[src/adc_seq_pkg.sv]
package adc_seq_pkg;

    // ------------------------------------------------------------
    // Field widths and codes
    // ------------------------------------------------------------
    localparam int          RES_W        = 8;
    localparam int          CH_W         = 4;
    localparam int          SLOTS        = 4;
    localparam int          PTR_W        = 2;
    localparam int          DIV_W        = 8;
    localparam int          DLY_W        = 8;
    localparam int          NUM_CH       = 12;
    localparam int          CONV_CYCLES  = 10;
    localparam logic [1:0]  SCAN_SINGLE  = 2'h0;
    localparam logic [1:0]  SCAN_FOUR    = 2'h1;
    localparam logic [PTR_W-1:0] PTR_RESET = 2'h3;
    localparam logic [RES_W-1:0] CODE_ZERO = 8'h00;
    localparam logic [RES_W-1:0] CODE_FULL = 8'hFF;

    // ------------------------------------------------------------
    // Timing
    // ------------------------------------------------------------
    localparam int          CLK_MHZ      = 20;
    localparam int          CONV_MHZ_MAX = 2;
    localparam int          MIN_DIV      = (CLK_MHZ + CONV_MHZ_MAX - 1) / CONV_MHZ_MAX;
    localparam int          EN_SETTLE_US = 30;
    localparam int          EN_SETTLE_CYC = EN_SETTLE_US * CLK_MHZ;

    // ------------------------------------------------------------
    // Types
    // ------------------------------------------------------------
    typedef enum logic [1:0] {
        ST_IDLE   = 2'b00,
        ST_SAMPLE = 2'b01,
        ST_CONV   = 2'b10
    } seq_state_e;

    typedef struct packed {
        logic [1:0]      scan;
        logic            repeat_select;
        logic [CH_W-1:0] channel;
    } converter_mode_s;

    typedef struct packed {
        logic [PTR_W-1:0] last_slot_pointer;
        logic             overrun_flag;
        logic             busy;
        logic             done;
    } converter_status_s;

endpackage : adc_seq_pkg

[src/adc_conversion_sequencer.sv]
`timescale 1ns/1ps
module adc_conversion_sequencer #(
    parameter int DIV_DEFAULT = 10
) (
    // Clock and reset
    input  wire logic                               sys_clk_in,
    input  wire logic                               sys_rst_in,
    // Control
    input  wire logic                               converter_enable_bit_in,
    input  wire logic                               int_enable_in,
    input  wire adc_seq_pkg::converter_mode_s       converter_mode_reg_in,
    input  wire logic                               start_set_in,
    input  wire logic                               start_clear_in,
    input  wire logic [adc_seq_pkg::DIV_W-1:0]      clk_div_in,
    input  wire logic [adc_seq_pkg::DLY_W-1:0]      sample_delay_in,
    input  wire logic                               overrun_clear_in,
    input  wire logic                               result_read_in,
    input  wire logic [adc_seq_pkg::PTR_W-1:0]      result_read_slot_in,
    // Analog front end
    input  wire logic                               comparator_in,
    output logic [adc_seq_pkg::CH_W-1:0]            mux_select_out,
    output logic                                    hold_out,
    output logic [adc_seq_pkg::RES_W-1:0]           dac_code_out,
    // Status and results
    output logic                                    start_out,
    output adc_seq_pkg::converter_status_s          converter_status_reg_out,
    output logic [adc_seq_pkg::SLOTS*adc_seq_pkg::RES_W-1:0] result_slots_out,
    output logic                                    irq_out
);
    import adc_seq_pkg::*;

    initial begin
        if (DIV_DEFAULT < 1 || DIV_DEFAULT > 255) begin
            $error("DIV_DEFAULT out of range");
        end
    end

    // ------------------------------------------------------------
    // State
    // ------------------------------------------------------------
    seq_state_e        state_reg;
    logic [DIV_W-1:0]  div_cnt_reg;
    logic              tick;
    logic [DLY_W-1:0]  dly_cnt_reg;
    logic [3:0]        bit_cnt_reg;
    logic [RES_W-1:0]  sar_reg;
    logic [1:0]        scan_idx_reg;
    logic [CH_W-1:0]   chan_reg;
    converter_mode_s   mode_reg;
    logic [RES_W-1:0]  slot_reg [SLOTS];
    logic [SLOTS-1:0]  full_reg;
    logic              store;
    logic [PTR_W-1:0]  wr_slot;
    logic [DIV_W-1:0]  div_eff;
    logic              busy_reg;
    logic [PTR_W-1:0]  ptr_reg;
    logic              ovr_reg;
    logic              done_reg;

    // One writer per flag; the status word is only their concatenation
    assign converter_status_reg_out = '{ptr_reg, ovr_reg, busy_reg, done_reg};

    function automatic logic [CH_W-1:0] chan_add(input logic [CH_W-1:0] base,
                                                  input logic [1:0] off);
        logic [CH_W:0] s;
        s = {1'b0, base} + {3'b000, off};
        if (s >= (CH_W+1)'(NUM_CH)) begin
            s = s - (CH_W+1)'(NUM_CH);
        end
        chan_add = s[CH_W-1:0];
    endfunction : chan_add

    // Zero divider falls back to the default
    assign div_eff = (clk_div_in == '0) ? DIV_W'(DIV_DEFAULT) : clk_div_in;

    // ------------------------------------------------------------
    // Converter clock divider
    // ------------------------------------------------------------
    always_ff @(posedge sys_clk_in) begin
        if (sys_rst_in || state_reg == ST_IDLE) begin
            div_cnt_reg <= '0;
            tick        <= 1'b0;
        end else if (div_cnt_reg >= div_eff - DIV_W'(1)) begin
            div_cnt_reg <= '0;
            tick        <= 1'b1;
        end else begin
            div_cnt_reg <= div_cnt_reg + DIV_W'(1);
            tick        <= 1'b0;
        end
    end

    // Tenth converter tick (count 9) is the store cycle, two ticks after the last bit decision
    assign store   = (state_reg == ST_CONV) && tick && (bit_cnt_reg == 4'(CONV_CYCLES - 1));
    assign wr_slot = ptr_reg + PTR_W'(1);

    // ------------------------------------------------------------
    // Sequencer
    // ------------------------------------------------------------
    always_ff @(posedge sys_clk_in) begin
        if (sys_rst_in || !converter_enable_bit_in) begin
            state_reg    <= ST_IDLE;
            start_out    <= 1'b0;
            hold_out     <= 1'b0;
            dly_cnt_reg  <= '0;
            bit_cnt_reg  <= '0;
            sar_reg      <= CODE_ZERO;
            scan_idx_reg <= '0;
            chan_reg     <= '0;
            mode_reg     <= '0;
            dac_code_out <= CODE_ZERO;
            busy_reg     <= 1'b0;
        end else begin
            if (start_clear_in) begin
                start_out <= 1'b0;
            end
            case (state_reg)
                ST_IDLE: begin
                    // Reserved channel codes are not started
                    if (start_set_in && converter_mode_reg_in.channel < CH_W'(NUM_CH)
                        && !converter_mode_reg_in.scan[1]) begin
                        start_out    <= 1'b1;
                        mode_reg     <= converter_mode_reg_in;
                        chan_reg     <= converter_mode_reg_in.channel;
                        scan_idx_reg <= '0;
                        dly_cnt_reg  <= sample_delay_in;
                        hold_out     <= 1'b1;
                        state_reg    <= ST_SAMPLE;
                        busy_reg     <= 1'b1;
                    end
                end
                ST_SAMPLE: begin
                    if (tick) begin
                        if (dly_cnt_reg == '0) begin
                            state_reg    <= ST_CONV;
                            bit_cnt_reg  <= '0;
                            sar_reg      <= CODE_ZERO;
                            dac_code_out <= 8'h80;
                        end else begin
                            dly_cnt_reg <= dly_cnt_reg - DLY_W'(1);
                        end
                    end
                end
                ST_CONV: begin
                    if (tick) begin
                        bit_cnt_reg <= bit_cnt_reg + 4'h1;
                        if (bit_cnt_reg < 4'(RES_W)) begin
                            // Binary search, MSB first
                            sar_reg[3'(RES_W-1) - bit_cnt_reg[2:0]] <= comparator_in;
                            dac_code_out <= (sar_reg | (comparator_in ?
                                (8'h80 >> bit_cnt_reg[2:0]) : 8'h00))
                                | ((bit_cnt_reg < 4'(RES_W-1)) ?
                                   (8'h40 >> bit_cnt_reg[2:0]) : 8'h00);
                            if (!comparator_in) begin
                                dac_code_out[3'(RES_W-1) - bit_cnt_reg[2:0]] <= 1'b0;
                            end
                        end
                        if (store) begin
                            hold_out <= 1'b0;
                            if (!mode_reg.repeat_select
                                && (mode_reg.scan == SCAN_SINGLE
                                    || (wr_slot == PTR_W'(SLOTS - 1)))) begin
                                state_reg <= ST_IDLE;
                                start_out <= 1'b0;
                                busy_reg  <= 1'b0;
                            end else if (mode_reg.repeat_select && (start_clear_in || !start_out)
                                && (mode_reg.scan == SCAN_SINGLE
                                    || wr_slot == PTR_W'(SLOTS - 1))) begin
                                state_reg <= ST_IDLE;
                                busy_reg  <= 1'b0;
                            end else begin
                                // Next conversion: same channel, or the next of the four scan channels, back to the first after slot 3
                                scan_idx_reg <= scan_idx_reg + 2'h1;
                                if (mode_reg.scan == SCAN_FOUR) begin
                                    chan_reg <= chan_add(mode_reg.channel, scan_idx_reg + 2'h1);
                                end
                                dly_cnt_reg <= sample_delay_in;
                                hold_out    <= 1'b1;
                                state_reg   <= ST_SAMPLE;
                            end
                        end
                    end
                end
                default: state_reg <= ST_IDLE;
            endcase
        end
    end

    // ------------------------------------------------------------
    // Result buffer, pointer and flags
    // ------------------------------------------------------------
    logic [RES_W-1:0] result_final;
    // All eight decisions are in by the store tick; the DAC already shows the result
    assign result_final = sar_reg;

    always_ff @(posedge sys_clk_in) begin
        if (sys_rst_in) begin
            for (int i = 0; i < SLOTS; i++) begin
                slot_reg[i] <= CODE_ZERO;
            end
        end else if (store) begin
            slot_reg[wr_slot] <= result_final;
        end
    end

    always_ff @(posedge sys_clk_in) begin
        if (sys_rst_in || !converter_enable_bit_in) begin
            full_reg <= '0;
            ptr_reg  <= PTR_RESET;
            ovr_reg  <= 1'b0;
            done_reg <= 1'b0;
        end else begin
            if (state_reg == ST_IDLE && start_set_in) begin
                ptr_reg  <= PTR_RESET;
                full_reg <= '0;
            end else begin
                for (int i = 0; i < SLOTS; i++) begin
                    if (store && wr_slot == PTR_W'(i)) begin
                        full_reg[i] <= 1'b1;
                    end else if (result_read_in && result_read_slot_in == PTR_W'(i)) begin
                        full_reg[i] <= 1'b0;
                    end
                end
                if (store) begin
                    ptr_reg <= wr_slot;
                end
            end
            // Set wins over clear for both sticky flags
            if (store && full_reg[wr_slot]) begin
                ovr_reg <= 1'b1;
            end else if (overrun_clear_in) begin
                ovr_reg <= 1'b0;
            end
            // Done on single finish, a full slot-3 pass, or a single-channel stop
            if (store && ((mode_reg.scan == SCAN_SINGLE && !mode_reg.repeat_select)
                          || wr_slot == PTR_W'(SLOTS - 1)
                          || (mode_reg.repeat_select && mode_reg.scan == SCAN_SINGLE
                              && (!start_out || start_clear_in)))) begin
                done_reg <= 1'b1;
            end else if (result_read_in) begin
                done_reg <= 1'b0;
            end
        end
    end

    // ------------------------------------------------------------
    // Outputs
    // ------------------------------------------------------------
    always_ff @(posedge sys_clk_in) begin
        if (sys_rst_in) begin
            mux_select_out   <= '0;
            result_slots_out <= '0;
            irq_out          <= 1'b0;
        end else begin
            mux_select_out <= chan_reg;
            for (int i = 0; i < SLOTS; i++) begin
                result_slots_out[i*RES_W +: RES_W] <= slot_reg[i];
            end
            irq_out <= done_reg & int_enable_in
                       & converter_enable_bit_in;
        end
    end

endmodule : adc_conversion_sequencer

[config.mk]
export PLATFORM = sky130hd
export DESIGN_NAME = adc_conversion_sequencer
export DESIGN_NICKNAME = d
export VERILOG_FILES = /design/src/adc_seq_pkg.sv /design/src/adc_conversion_sequencer.sv
export SDC_FILE = /design/constraint.sdc
export NUM_CORES = 1
export LEC_CHECK = 0
export BUFFER_PORTS_ARGS = -buffer_cell sky130_fd_sc_hd__buf_2
export CAP_MARGIN = 40
export CELL_PAD_IN_SITES_DETAIL_PLACEMENT = 1
export CELL_PAD_IN_SITES_GLOBAL_PLACEMENT = 1
export CORE_MARGIN = 10
export CORE_UTILIZATION = 44
export DETAILED_ROUTE_END_ITERATION = 16
export GPL_ROUTABILITY_DRIVEN = 0
export HOLD_SLACK_MARGIN = 0.06
export PLACE_DENSITY = 0.8
export SYNTH_ARGS = -nofsm -noshare
export SYNTH_HDL_FRONTEND = slang
export SYNTH_SLANG_ARGS = --single-unit
[constraint.sdc]
create_clock -name sys_clk_in -period 3.8 [get_ports sys_clk_in]
set_input_delay 0.76 -clock sys_clk_in [delete_from_list [all_inputs] [get_ports sys_clk_in]]
set_output_delay 0.76 -clock sys_clk_in [all_outputs]
set_load 0.02 [all_outputs]
==> run_results.csv, run 1 <==
group,metric,value,unit
logic_synthesis,ys_seq_elements,132,
job,maxCapViolations,0,
cells_and_area,fin_util,0.5288,
logic_synthesis,synth_cell_types,66,
sta,fin_crit_sh,0.8325,
sta,rsz0062_at_grt,"false",
run_status,status,"finished, final reports clean",
cells_and_area,antenna_cells,0,
logic_synthesis,synthArstFlopShare,0,
cts,h-tree-depth,4,
setup_path,worst-setup-path-type,"input port to register",
placed_design,port_buffers,85,
setup_path,crit_chain,"buf_2 -> nor3_1 -> nand2_1 -> nor4_1 -> nor2_1 -> ha_1 -> nor4b_1 -> xnor2_1 -> ha_1 -> a21o_1 -> a21o_1 -> a21oi_1 -> o21ai_1 -> nor2b_1",
cells_and_area,final_common_cell,"dfxtp_1",
cells_and_area,area_growth,18.84,%
setup_path,cp_slowest_cell,"nor4_1",
route,drt-total-wl,15010,um
sta,hold_violations,0,
cells_and_area,most-common-layout-cells,"100 x dfxtp_1, 85 x buf_2, 53 x nand2_1",
sta,finalCriticalPeriod,3.163,ns
global_route,antenna_found_initial,0,
pwr,leakage,2.904,nW
sta,maxSlewViolCount,0,
route,drt_iter0_drc,273,
global_route,grt_pass1_vias,4994,
die,dieArea,18300,um2
die,initial_utilization,0.4450,
cts,root_buffer,"clkbuf_16",
cts,cts_num_sinks,132,
logic_synthesis,syn-num-nets,655,
pwr,ir_drop,269.0,uV
cts,cts.repair.resized,0,
die,fp.dieW,135.3,um
cts,clk_latency,0.43,ns
sta,fmax,0.3161,GHz
sta,worstMarginPinSlew,0.7471,ns
worst_hold_path,holdCritPathClass,"register to register",
logic_synthesis,synth_edf_count,32,
route,routedWlPerCell,17.39,um
cells_and_area,fin_nets,734,
cells_and_area,n_fill_cell,1548,
setup_path,required,4.10,ns
logic_synthesis,synth_area_per_cell,9.825,um2
global_route,grt_usage,0.1664,
route,ant_nets,0,
die,coreArea,13140,um2
setup_path,arrival,3.47,ns
sta,setup-violations-final,0,
logic_synthesis,yosysSeqAreaShare,0.5068,
cts,cts-buffers-inserted,17,
placed_design,dpl.hpwl,10550,um
die,placementRows,42,
setup_path,crit_path_max_fanout,9,
route,vias,4605,
setup_path,startpoint_type,"input port",
global_route,grt_pass1_wl,24570,um
die,dieHeight,135.3,um
cells_and_area,drive_gt1_frac,0.2082,
sta,fin_setup_tns,0,ns
cts,hold_buffers,0,
logic_synthesis,syn-instance-count,595,
global_route,grt.overflow.total,0,
sta,relSlewSlack,0.5019,
route,drc,0,
die,ios,86,
sta,fin_skew,0.01382,ns
cts,cts_setup_buffers,0,
logic_synthesis,synth_area,5846,um2
setup_path,max_stage_delay,0.35,ns
logic_synthesis,dominantRegCellSynth,"dfxtp_1",
cts,cts.path.max_buffers,2,
pwr,p_total,3.199,mW
logic_synthesis,yosysWarnings,0,
global_route,grt_max_degree,34,
cts,cts.clk_slew.worst_paths,0.06,ns
cts,cts_tree,"built",
route,first_pass_iters,6,
setup_path,end_kind,"register",
pwr,p_per_area,460.5,nW/um2
route,avgViaCountPerCell,5.336,
[logic make-up (layout without fill, tap and decap cells)]
kind of cell	after synthesis	count (layout)	share of synthesized area
fa+ha+maj	27	27	0.05886
mux	11	11	0.02098
simple gates	248	248	0.2312
buf+inv	47	139	0.03532
compound gates	117	117	0.1274
flops	132	132	0.5068
xor+xnor	13	13	0.01948
[metal layers]
metal / wire length (um) / GRT usage
met1: 6325 / 0.1828
met2: 7853 / 0.2998
met3: 703 / 0.05453
met4: 129 / 0.04486
met5: 0 / 0
[where the power goes]
part	leakage [nW]	total, mW	internal (mW)	switching, mW
combinational	1.51	0.186	0.0716	0.114
clock	0.259	1.53	0.911	0.618
sequential	1.14	1.48	1.47	0.0132
[path summary, 6_finish.rpt]
kind / startpoint / to / slack (ns) / cells past startpoint
worst min register to register: slot_reg[2][0]$_SDFFCE_PN0P_ / result_slots_out[16]$_SDFF_PP0_ / 0.45 / 1
worst max-delay path: clk_div_in[2] / tick$_SDFF_PP0_ / 0.64 / 14
worst max register to register: bit_cnt_reg[1]$_SDFFE_PP0P_ / slot_reg[2][7]$_SDFFCE_PN0P_ / 1.13 / 6
worst min-delay path: slot_reg[2][0]$_SDFFCE_PN0P_ / result_slots_out[16]$_SDFF_PP0_ / 0.45 / 1
[cells in the mapped netlist, drive strengths merged (4+ instances only)]
| library cell | count | area (um2) |
|---|---|---|
| or2 | 5 | 33.78 |
| nand3 | 14 | 70.07 |
| mux2i | 10 | 100.1 |
| a31oi | 11 | 68.82 |
| ha | 25 | 312.8 |
| o31ai | 4 | 30.03 |
| buf | 12 | 75.07 |
| nor2b | 43 | 276.5 |
| and3 | 8 | 50.05 |
| or4 | 4 | 30.03 |
| edfxtp | 32 | 960.9 |
| xnor2 | 7 | 61.31 |
| nand2 | 53 | 198.9 |
| o21ai | 23 | 118.9 |
| a211oi | 4 | 30.03 |
| dfxtp | 100 | 2002 |
| nor4 | 4 | 52.55 |
| and2 | 35 | 221.5 |
| nor3 | 17 | 85.08 |
| xor2 | 6 | 52.55 |
| inv | 17 | 63.81 |
| nand2b | 6 | 37.54 |
| a21oi | 41 | 205.2 |
| a21o | 5 | 37.54 |
| clkbuf | 18 | 67.56 |
| nor2 | 46 | 191.4 |
| nand4 | 4 | 31.28 |
[layout make-up]
| type | count | area (um2) | area share |
|---|---|---|---|
| clock inverters | 10 | 73.82 | 0.01063 |
| multi-input cells | 416 | 2676 | 0.3853 |
| clock buffers | 22 | 486.7 | 0.07006 |
| inverters | 17 | 63.81 | 0.009186 |
| well taps | 176 | 220.2 | 0.03170 |
| flip-flops and latches | 132 | 2963 | 0.4265 |
| repair buffers | 90 | 462.9 | 0.06664 |
[per-stage QoR]
stage,worst slack [ns],std cells,instance area [um2],hold WS (ns)
2_1_floorplan,0.8168,595,5846,0.4285
3_3_place_gp,0.4823,831,6386,0.4435
3_5_place_dp,0.2448,831,6386,0.4418
4_1_cts,0.6724,863,6947,0.4553
5_1_grt,0.3313,863,6947,0.4650
6_report,0.6366,863,6947,0.4519
[worst max-delay path: cells and delay by family]
family	cells	cell delay, ns
AND/OR/NAND/NOR	6	1.25
XOR/XNOR	1	0.15
buffers and inverters	1	0.13
adder cells (fa/ha/maj)	2	0.46
AO/OA/AOI/OAI	4	0.70
Note: power is estimated with default switching activity, not from simulation.
==> run 2, diff against run 1 <==
--- a/config.mk
+++ b/config.mk
@@ -5,12 +5,13 @@
 export SDC_FILE = /design/constraint.sdc
 export NUM_CORES = 1
 export LEC_CHECK = 0
+export ABC_AREA = 1
 export BUFFER_PORTS_ARGS = -buffer_cell sky130_fd_sc_hd__buf_2
 export CAP_MARGIN = 40
 export CELL_PAD_IN_SITES_DETAIL_PLACEMENT = 1
 export CELL_PAD_IN_SITES_GLOBAL_PLACEMENT = 1
 export CORE_MARGIN = 10
-export CORE_UTILIZATION = 44
+export CORE_UTILIZATION = 42
 export DETAILED_ROUTE_END_ITERATION = 16
 export GPL_ROUTABILITY_DRIVEN = 0
 export HOLD_SLACK_MARGIN = 0.06
==> constraint.sdc (replaced) <==
create_clock -name sys_clk_in -period 3.11 [get_ports sys_clk_in]
set_input_delay 0.622 -clock sys_clk_in [delete_from_list [all_inputs] [get_ports sys_clk_in]]
set_output_delay 0.622 -clock sys_clk_in [all_outputs]
set_load 0.02 [all_outputs]
==> run_results.csv, run 2 <==
group,metric,value,unit
run_status,status,"finished, final reports clean",
cells_and_area,seqCellArea,2963,um2
setup_path,worstSetupStartpoint,"clk_div_in[3]",
die,dieHeight,140.4,um
logic_synthesis,synthArstFlopShare,0,
setup_path,crit_end,"div_cnt_reg[2]$_SDFF_PP0_",
route,drc,0,
logic_synthesis,syn-instance-count,782,
logic_synthesis,yosysSeqAreaShare,0.4863,
sta,hold_slack,0.4313,ns
route,drt-total-wl,17060,um
cts,cts-buffers-inserted,17,
setup_path,crit_path_max_fanout,8,
sta,fin_skew,0.007575,ns
setup_path,r2r_slack,0.44,ns
sta,setup-violations-final,0,
cells_and_area,most-common-layout-cells,"153 x nand2_1, 135 x nor2_1, 109 x inv_1",
setup_path,arrival,3.09,ns
route,vias,5379,
cts,root_buffer,"clkbuf_16",
cts,cts_num_sinks,132,
sta,fin_crit_sh,0.8828,
cts,clk_latency,0.42,ns
cells_and_area,drive_gt1_frac,0.1680,
worst_hold_path,holdCritPathClass,"input port to register",
setup_path,r2r-end,"slot_reg[2][1]$_SDFFCE_PN0P_",
setup_path,required,3.46,ns
setup_path,r2r_start,"bit_cnt_reg[0]$_SDFFE_PP0P_",
logic_synthesis,netlist.area_leader.share,0.3286,
cts,hold_buffers,0,
sta,fin_setup_tns,0,ns
sta,maxSlewViolCount,0,
setup_path,reg2regPathDepth,10,
cts,cts_setup_buffers,0,
logic_synthesis,yosysWarnings,0,
cts,cts.path.max_buffers,2,
die,ios,86,
logic_synthesis,ys_seq_elements,132,
logic_synthesis,synth_common_cells,"153 x nand2_1, 135 x nor2_1, 109 x inv_1",
logic_synthesis,syn-num-nets,842,
route,routedWlPerCell,15.97,um
pwr,p_per_area,577.8,nW/um2
pwr,leakage,3.347,nW
logic_synthesis,yosys-top-cells-area,"dfxtp_1 33%, edfxtp_1 16%, nand2_1 9.4%",
global_route,grt_pass1_vias,5782,
sta,rsz0062_at_grt,"false",
global_route,grt_pass1_wl,28310,um
die,dieArea,19720,um2
cts,cts.repair.resized,0,
sta,worstMarginPinSlew,0.7825,ns
logic_synthesis,synth_cell_types,42,
cts,cts.clk_slew.worst_paths,0.06,ns
cts,cts_tree,"built",
sta,relSlewSlack,0.4778,
global_route,grt_max_degree,34,
logic_synthesis,synth_area,6092,um2
die,coreArea,14040,um2
sta,fmax,0.3642,GHz
route,first_pass_iters,4,
logic_synthesis,synth_edf_count,32,
logic_synthesis,dominantRegCellSynth,"dfxtp_1",
cells_and_area,final_common_cell,"nand2_1",
cts,h-tree-depth,4,
global_route,antenna_found_initial,0,
job,maxCapViolations,0,
route,drt_iter0_drc,242,
placed_design,dpl.hpwl,12440,um
logic_synthesis,synth.most_common_cell,"nand2_1",
placed_design,port_buffers,85,
route,ant_nets,0,
pwr,ir_drop,374.0,uV
global_route,grt.overflow.total,0,
die,initial_utilization,0.4338,
cells_and_area,fin_nets,934,
cells_and_area,multi_input_area,2567,um2
cells_and_area,n_fill_cell,1749,
route,avgViaCountPerCell,5.037,
cells_and_area,area_growth,20.05,%
global_route,grt_usage,0.1739,
die,fp.dieW,140.4,um
setup_path,worst-setup-path-type,"input port to register",
sta,hold_violations,0,
logic_synthesis,yosysTopAreaCell,"dfxtp_1",
sta,finalCriticalPeriod,2.746,ns
logic_synthesis,synth_area_per_cell,7.790,um2
die,placementRows,43,
setup_path,end_kind,"register",
setup_path,startpoint_type,"input port",
==> run 2: cells by family after synthesis <==
group                    Yosys count  share of synthesized area
AND/OR/NAND/NOR                  383                     0.2660
buffers and inverters            137                    0.09221
flip-flops                       132                     0.4863
AO/OA/AOI/OAI                     92                    0.08339
adder cells (fa/ha/maj)           26                    0.05463
XOR/XNOR                          11                    0.01581
multiplexers                       1                   0.001643
==> run 2: cell type report <==
| cell class | instances | area share |
|---|---|---|
| clock buffers | 18 | 0.05868 |
| flip-flops and latches | 132 | 0.4051 |
| inverters | 116 | 0.05971 |
| diodes | 1 | 0.0003422 |
| clock inverters | 14 | 0.02720 |
| multi-input cells | 513 | 0.3511 |
| repair buffers | 94 | 0.06707 |
| well taps | 180 | 0.03080 |
==> run 2: stage by stage <==
step	std cells	worst slack (ns)	utilization	area, um2	power, mW
after floorplan	782	0.5927	-	6092	2.033
after global routing	1067	0.1571	0.5206	7311	4.379
final	1068	0.3645	0.5208	7313	4.226
after CTS	1067	0.4335	0.5206	7311	4.265
after global placement	1034	0.3114	0.4755	6678	2.115
after detailed placement	1035	0.008531	0.4759	6683	2.132
==> run 2: power by group <==
part           internal [mW]  switching [mW]  total (mW)
logic                 0.0906           0.189       0.279
registers               1.80          0.0182        1.82
clock network           1.35           0.775        2.13
==> run 2: critical path: stages <==
cell	delay [ns]
buf_2	0.12
nor2_1	0.16
nand3_1	0.12
nor2_1	0.22
nor2_1	0.07
ha_1	0.28
nand4_1	0.14
nand2_1	0.07
nand2_1	0.07
inv_1	0.04
ha_1	0.26
nand2_1	0.08
nor2_1	0.05
a211oi_1	0.25
nand4_1	0.34
nor2_1	0.19
==> run 2: how the worst min path moves through the flow <==
stage,from,end,slack [ns],cells past startpoint
2_1_floorplan,chan_reg[0]$_SDFFE_PP0P_,mux_select_out[0]$_SDFF_PP0_,0.40,2
3_3_place_gp,chan_reg[1]$_SDFFE_PP0P_,mux_select_out[1]$_SDFF_PP0_,0.42,2
3_5_place_dp,chan_reg[0]$_SDFFE_PP0P_,mux_select_out[0]$_SDFF_PP0_,0.43,2
4_1_cts,int_enable_in,irq_out$_SDFF_PP0_,0.41,3
5_1_grt,int_enable_in,irq_out$_SDFF_PP0_,0.43,3
6_report,int_enable_in,irq_out$_SDFF_PP0_,0.43,3
==> run 2: layer usage <==
| layer | global-route usage | wire length [um] | vias up |
|---|---|---|---|
| met5 | 0 | 0 | - |
| met4 | 0.05435 | 219 | 0 |
| met3 | 0.04327 | 693 | 17 |
| met2 | 0.3180 | 8877 | 90 |
| li1 | - | - | 2668 |
| met1 | 0.1919 | 7268 | 2604 |
==> run 3, diff against run 2 <==
--- a/config.mk
+++ b/config.mk
@@ -6,16 +6,16 @@
 export NUM_CORES = 1
 export LEC_CHECK = 0
 export ABC_AREA = 1
-export BUFFER_PORTS_ARGS = -buffer_cell sky130_fd_sc_hd__buf_2
 export CAP_MARGIN = 40
 export CELL_PAD_IN_SITES_DETAIL_PLACEMENT = 1
 export CELL_PAD_IN_SITES_GLOBAL_PLACEMENT = 1
 export CORE_MARGIN = 10
-export CORE_UTILIZATION = 42
+export CORE_UTILIZATION = 29
 export DETAILED_ROUTE_END_ITERATION = 16
+export DONT_BUFFER_PORTS = 1
 export GPL_ROUTABILITY_DRIVEN = 0
 export HOLD_SLACK_MARGIN = 0.06
-export PLACE_DENSITY = 0.8
+export PLACE_DENSITY = 0.55
 export SYNTH_ARGS = -nofsm -noshare
 export SYNTH_HDL_FRONTEND = slang
 export SYNTH_SLANG_ARGS = --single-unit
==> run_results.csv, run 3 (same netlist as run 2, synthesis figures left out) <==
group,metric,value,unit
global_route,grt_usage,0.1260,
route,drc,0,
setup_path,end_kind,"register",
cells_and_area,fin_area,7003,um2
cts,cts_setup_buffers,0,
global_route,grt.overflow.total,0,
sta,fin_skew,0.008265,ns
placed_design,dpl.hpwl,12760,um
sta,hold_violations,0,
setup_path,r2r-end,"slot_reg[3][3]$_DFFE_PP_",
cells_and_area,area_growth,14.95,%
route,routedWlPerCell,15.75,um
run_status,status,"finished, final reports clean",
placed_design,port_buffers,0,
sta,maxSlewViolCount,0,
route,vias,4965,
route,ant_nets,0,
cts,h-tree-depth,4,
cts,cts.clk_slew.worst_paths,0.07,ns
route,drt_iter0_drc,149,
cts,root_buffer,"clkbuf_16",
die,ios,86,
sta,fin_setup_tns,0,ns
sta,setup-violations-final,0,
worst_hold_path,min_path_cells,1,
pwr,p_total,4.173,mW
global_route,grt_max_degree,40,
sta,relSlewSlack,0.6074,
cts,cts-buffers-inserted,17,
placed_design,dpl-instance-area,6357,um2
setup_path,worst-setup-path-type,"input port to register",
cells_and_area,most-common-layout-cells,"153 x nand2_1, 135 x nor2_1, 109 x inv_1",
sta,fin_crit_sh,0.8154,
sta,finalCriticalPeriod,2.536,ns
route,avgViaCountPerCell,4.640,
cells_and_area,drive_gt1_frac,0.08000,
setup_path,required,3.46,ns
sta,rsz0062_at_grt,"false",
die,dieHeight,164.9,um
route,first_pass_iters,4,
die,coreArea,20430,um2
global_route,grt_pass1_wl,27340,um
setup_path,r2r_slack,0.66,ns
sta,fmax,0.3943,GHz
setup_path,reg2regPathDepth,9,
cells_and_area,n_fill_cell,2483,
pwr,leakage,2.958,nW
cells_and_area,antenna_cells,0,
cts,cts_tree,"built",
setup_path,crit_path_max_fanout,8,
sta,worstMarginPinSlew,0.5868,ns
job,maxCapViolations,0,
route,drt-total-wl,16850,um
placed_design,dpl.cell_count,1038,
die,dieArea,27210,um2
die,initial_utilization,0.2982,
worst_hold_path,min_from,"sys_rst_in",
worst_hold_path,holdCritPathClass,"input port to register",
global_route,grt_pass1_vias,5405,
die,fp.dieW,164.9,um
pwr,p_per_area,595.9,nW/um2
setup_path,r2r_start,"bit_cnt_reg[1]$_SDFFE_PP0P_",
setup_path,startpoint_type,"input port",
setup_path,arrival,2.88,ns
die,placementRows,52,
cts,cts.repair.resized,0,
pwr,ir_drop,350.4,uV
cells_and_area,finalNonFillerCells,1070,
cells_and_area,final_common_cell,"nand2_1",
cts,cts_num_sinks,132,
cts,clk_latency,0.42,ns
sta,hold_slack,0.2614,ns
cts,cts.path.max_buffers,2,
cts,hold_buffers,0,
worst_hold_path,min_to,"result_slots_out[14]$_SDFF_PP0_",
cells_and_area,fin_nets,847,
global_route,antenna_found_initial,0,
==> run 3: worst max-delay path: stages <==
cell,delay (ns)
inv_1,0.07
nand2_1,0.08
inv_1,0.10
nand2_1,0.06
nor2_1,0.13
nor2_1,0.07
ha_1,0.26
nand4_1,0.12
nand2_1,0.06
nand2_1,0.06
inv_1,0.04
ha_1,0.26
nand2_1,0.08
nor2_1,0.05
a211oi_1,0.28
nand4_1,0.35
nor2_1,0.19
==> run 3: worst max path at each step <==
stage,startpoint,end,slack [ns],cells after the start
after global routing,clk_div_in[5],div_cnt_reg[6]$_SDFF_PP0_,0.26,17
after floorplan,clk_div_in[5],div_cnt_reg[0]$_SDFF_PP0_,0.59,17
final,clk_div_in[5],div_cnt_reg[6]$_SDFF_PP0_,0.57,17
after global placement,clk_div_in[5],div_cnt_reg[0]$_SDFF_PP0_,0.35,17
after detailed placement,clk_div_in[5],div_cnt_reg[0]$_SDFF_PP0_,0.11,17
after CTS,clk_div_in[5],div_cnt_reg[5]$_SDFF_PP0_,0.55,17
==> run 3: layer usage <==
| metal | vias to the layer above | GRT usage | routed length, um |
|---|---|---|---|
| met1 | 2389 | 0.1392 | 7258 |
| met4 | 0 | 0.03301 | 187 |
| met3 | 14 | 0.04307 | 919 |
| met2 | 68 | 0.2254 | 8488 |
| li1 | 2494 | - | - |
| met5 | - | 0 | 0 |
==> run 3: layout make-up <==
cell class                 instances  area [um2]  share of cell area
clock buffer                      20       500.5             0.07147
clock inverter                    12       145.1             0.02073
inverter                         116       436.7             0.06235
multi-input combinational        513        2567              0.3666
sequential                       132        2963              0.4231
tap                              270       337.8             0.04824
timing repair buffer               7       52.55            0.007504
==> run 3: power by group <==
group	switching, mW	internal (mW)	total, mW	leakage (nW)
clock network	0.910	1.22	2.13	0.316
logic	0.133	0.0639	0.197	1.51
registers	0.0450	1.80	1.84	1.13
total	1.09	3.09	4.17	2.96
==> run 3: stage by stage <==
| step | util | setup slack, ns |
|---|---|---|
| 2_1_floorplan | - | 0.5927 |
| 3_3_place_gp | 0.3112 | 0.3507 |
| 5_1_grt | 0.3428 | 0.2614 |
| 3_5_place_dp | 0.3112 | 0.1137 |
| 6_report | 0.3428 | 0.5740 |
| 4_1_cts | 0.3428 | 0.5520 |
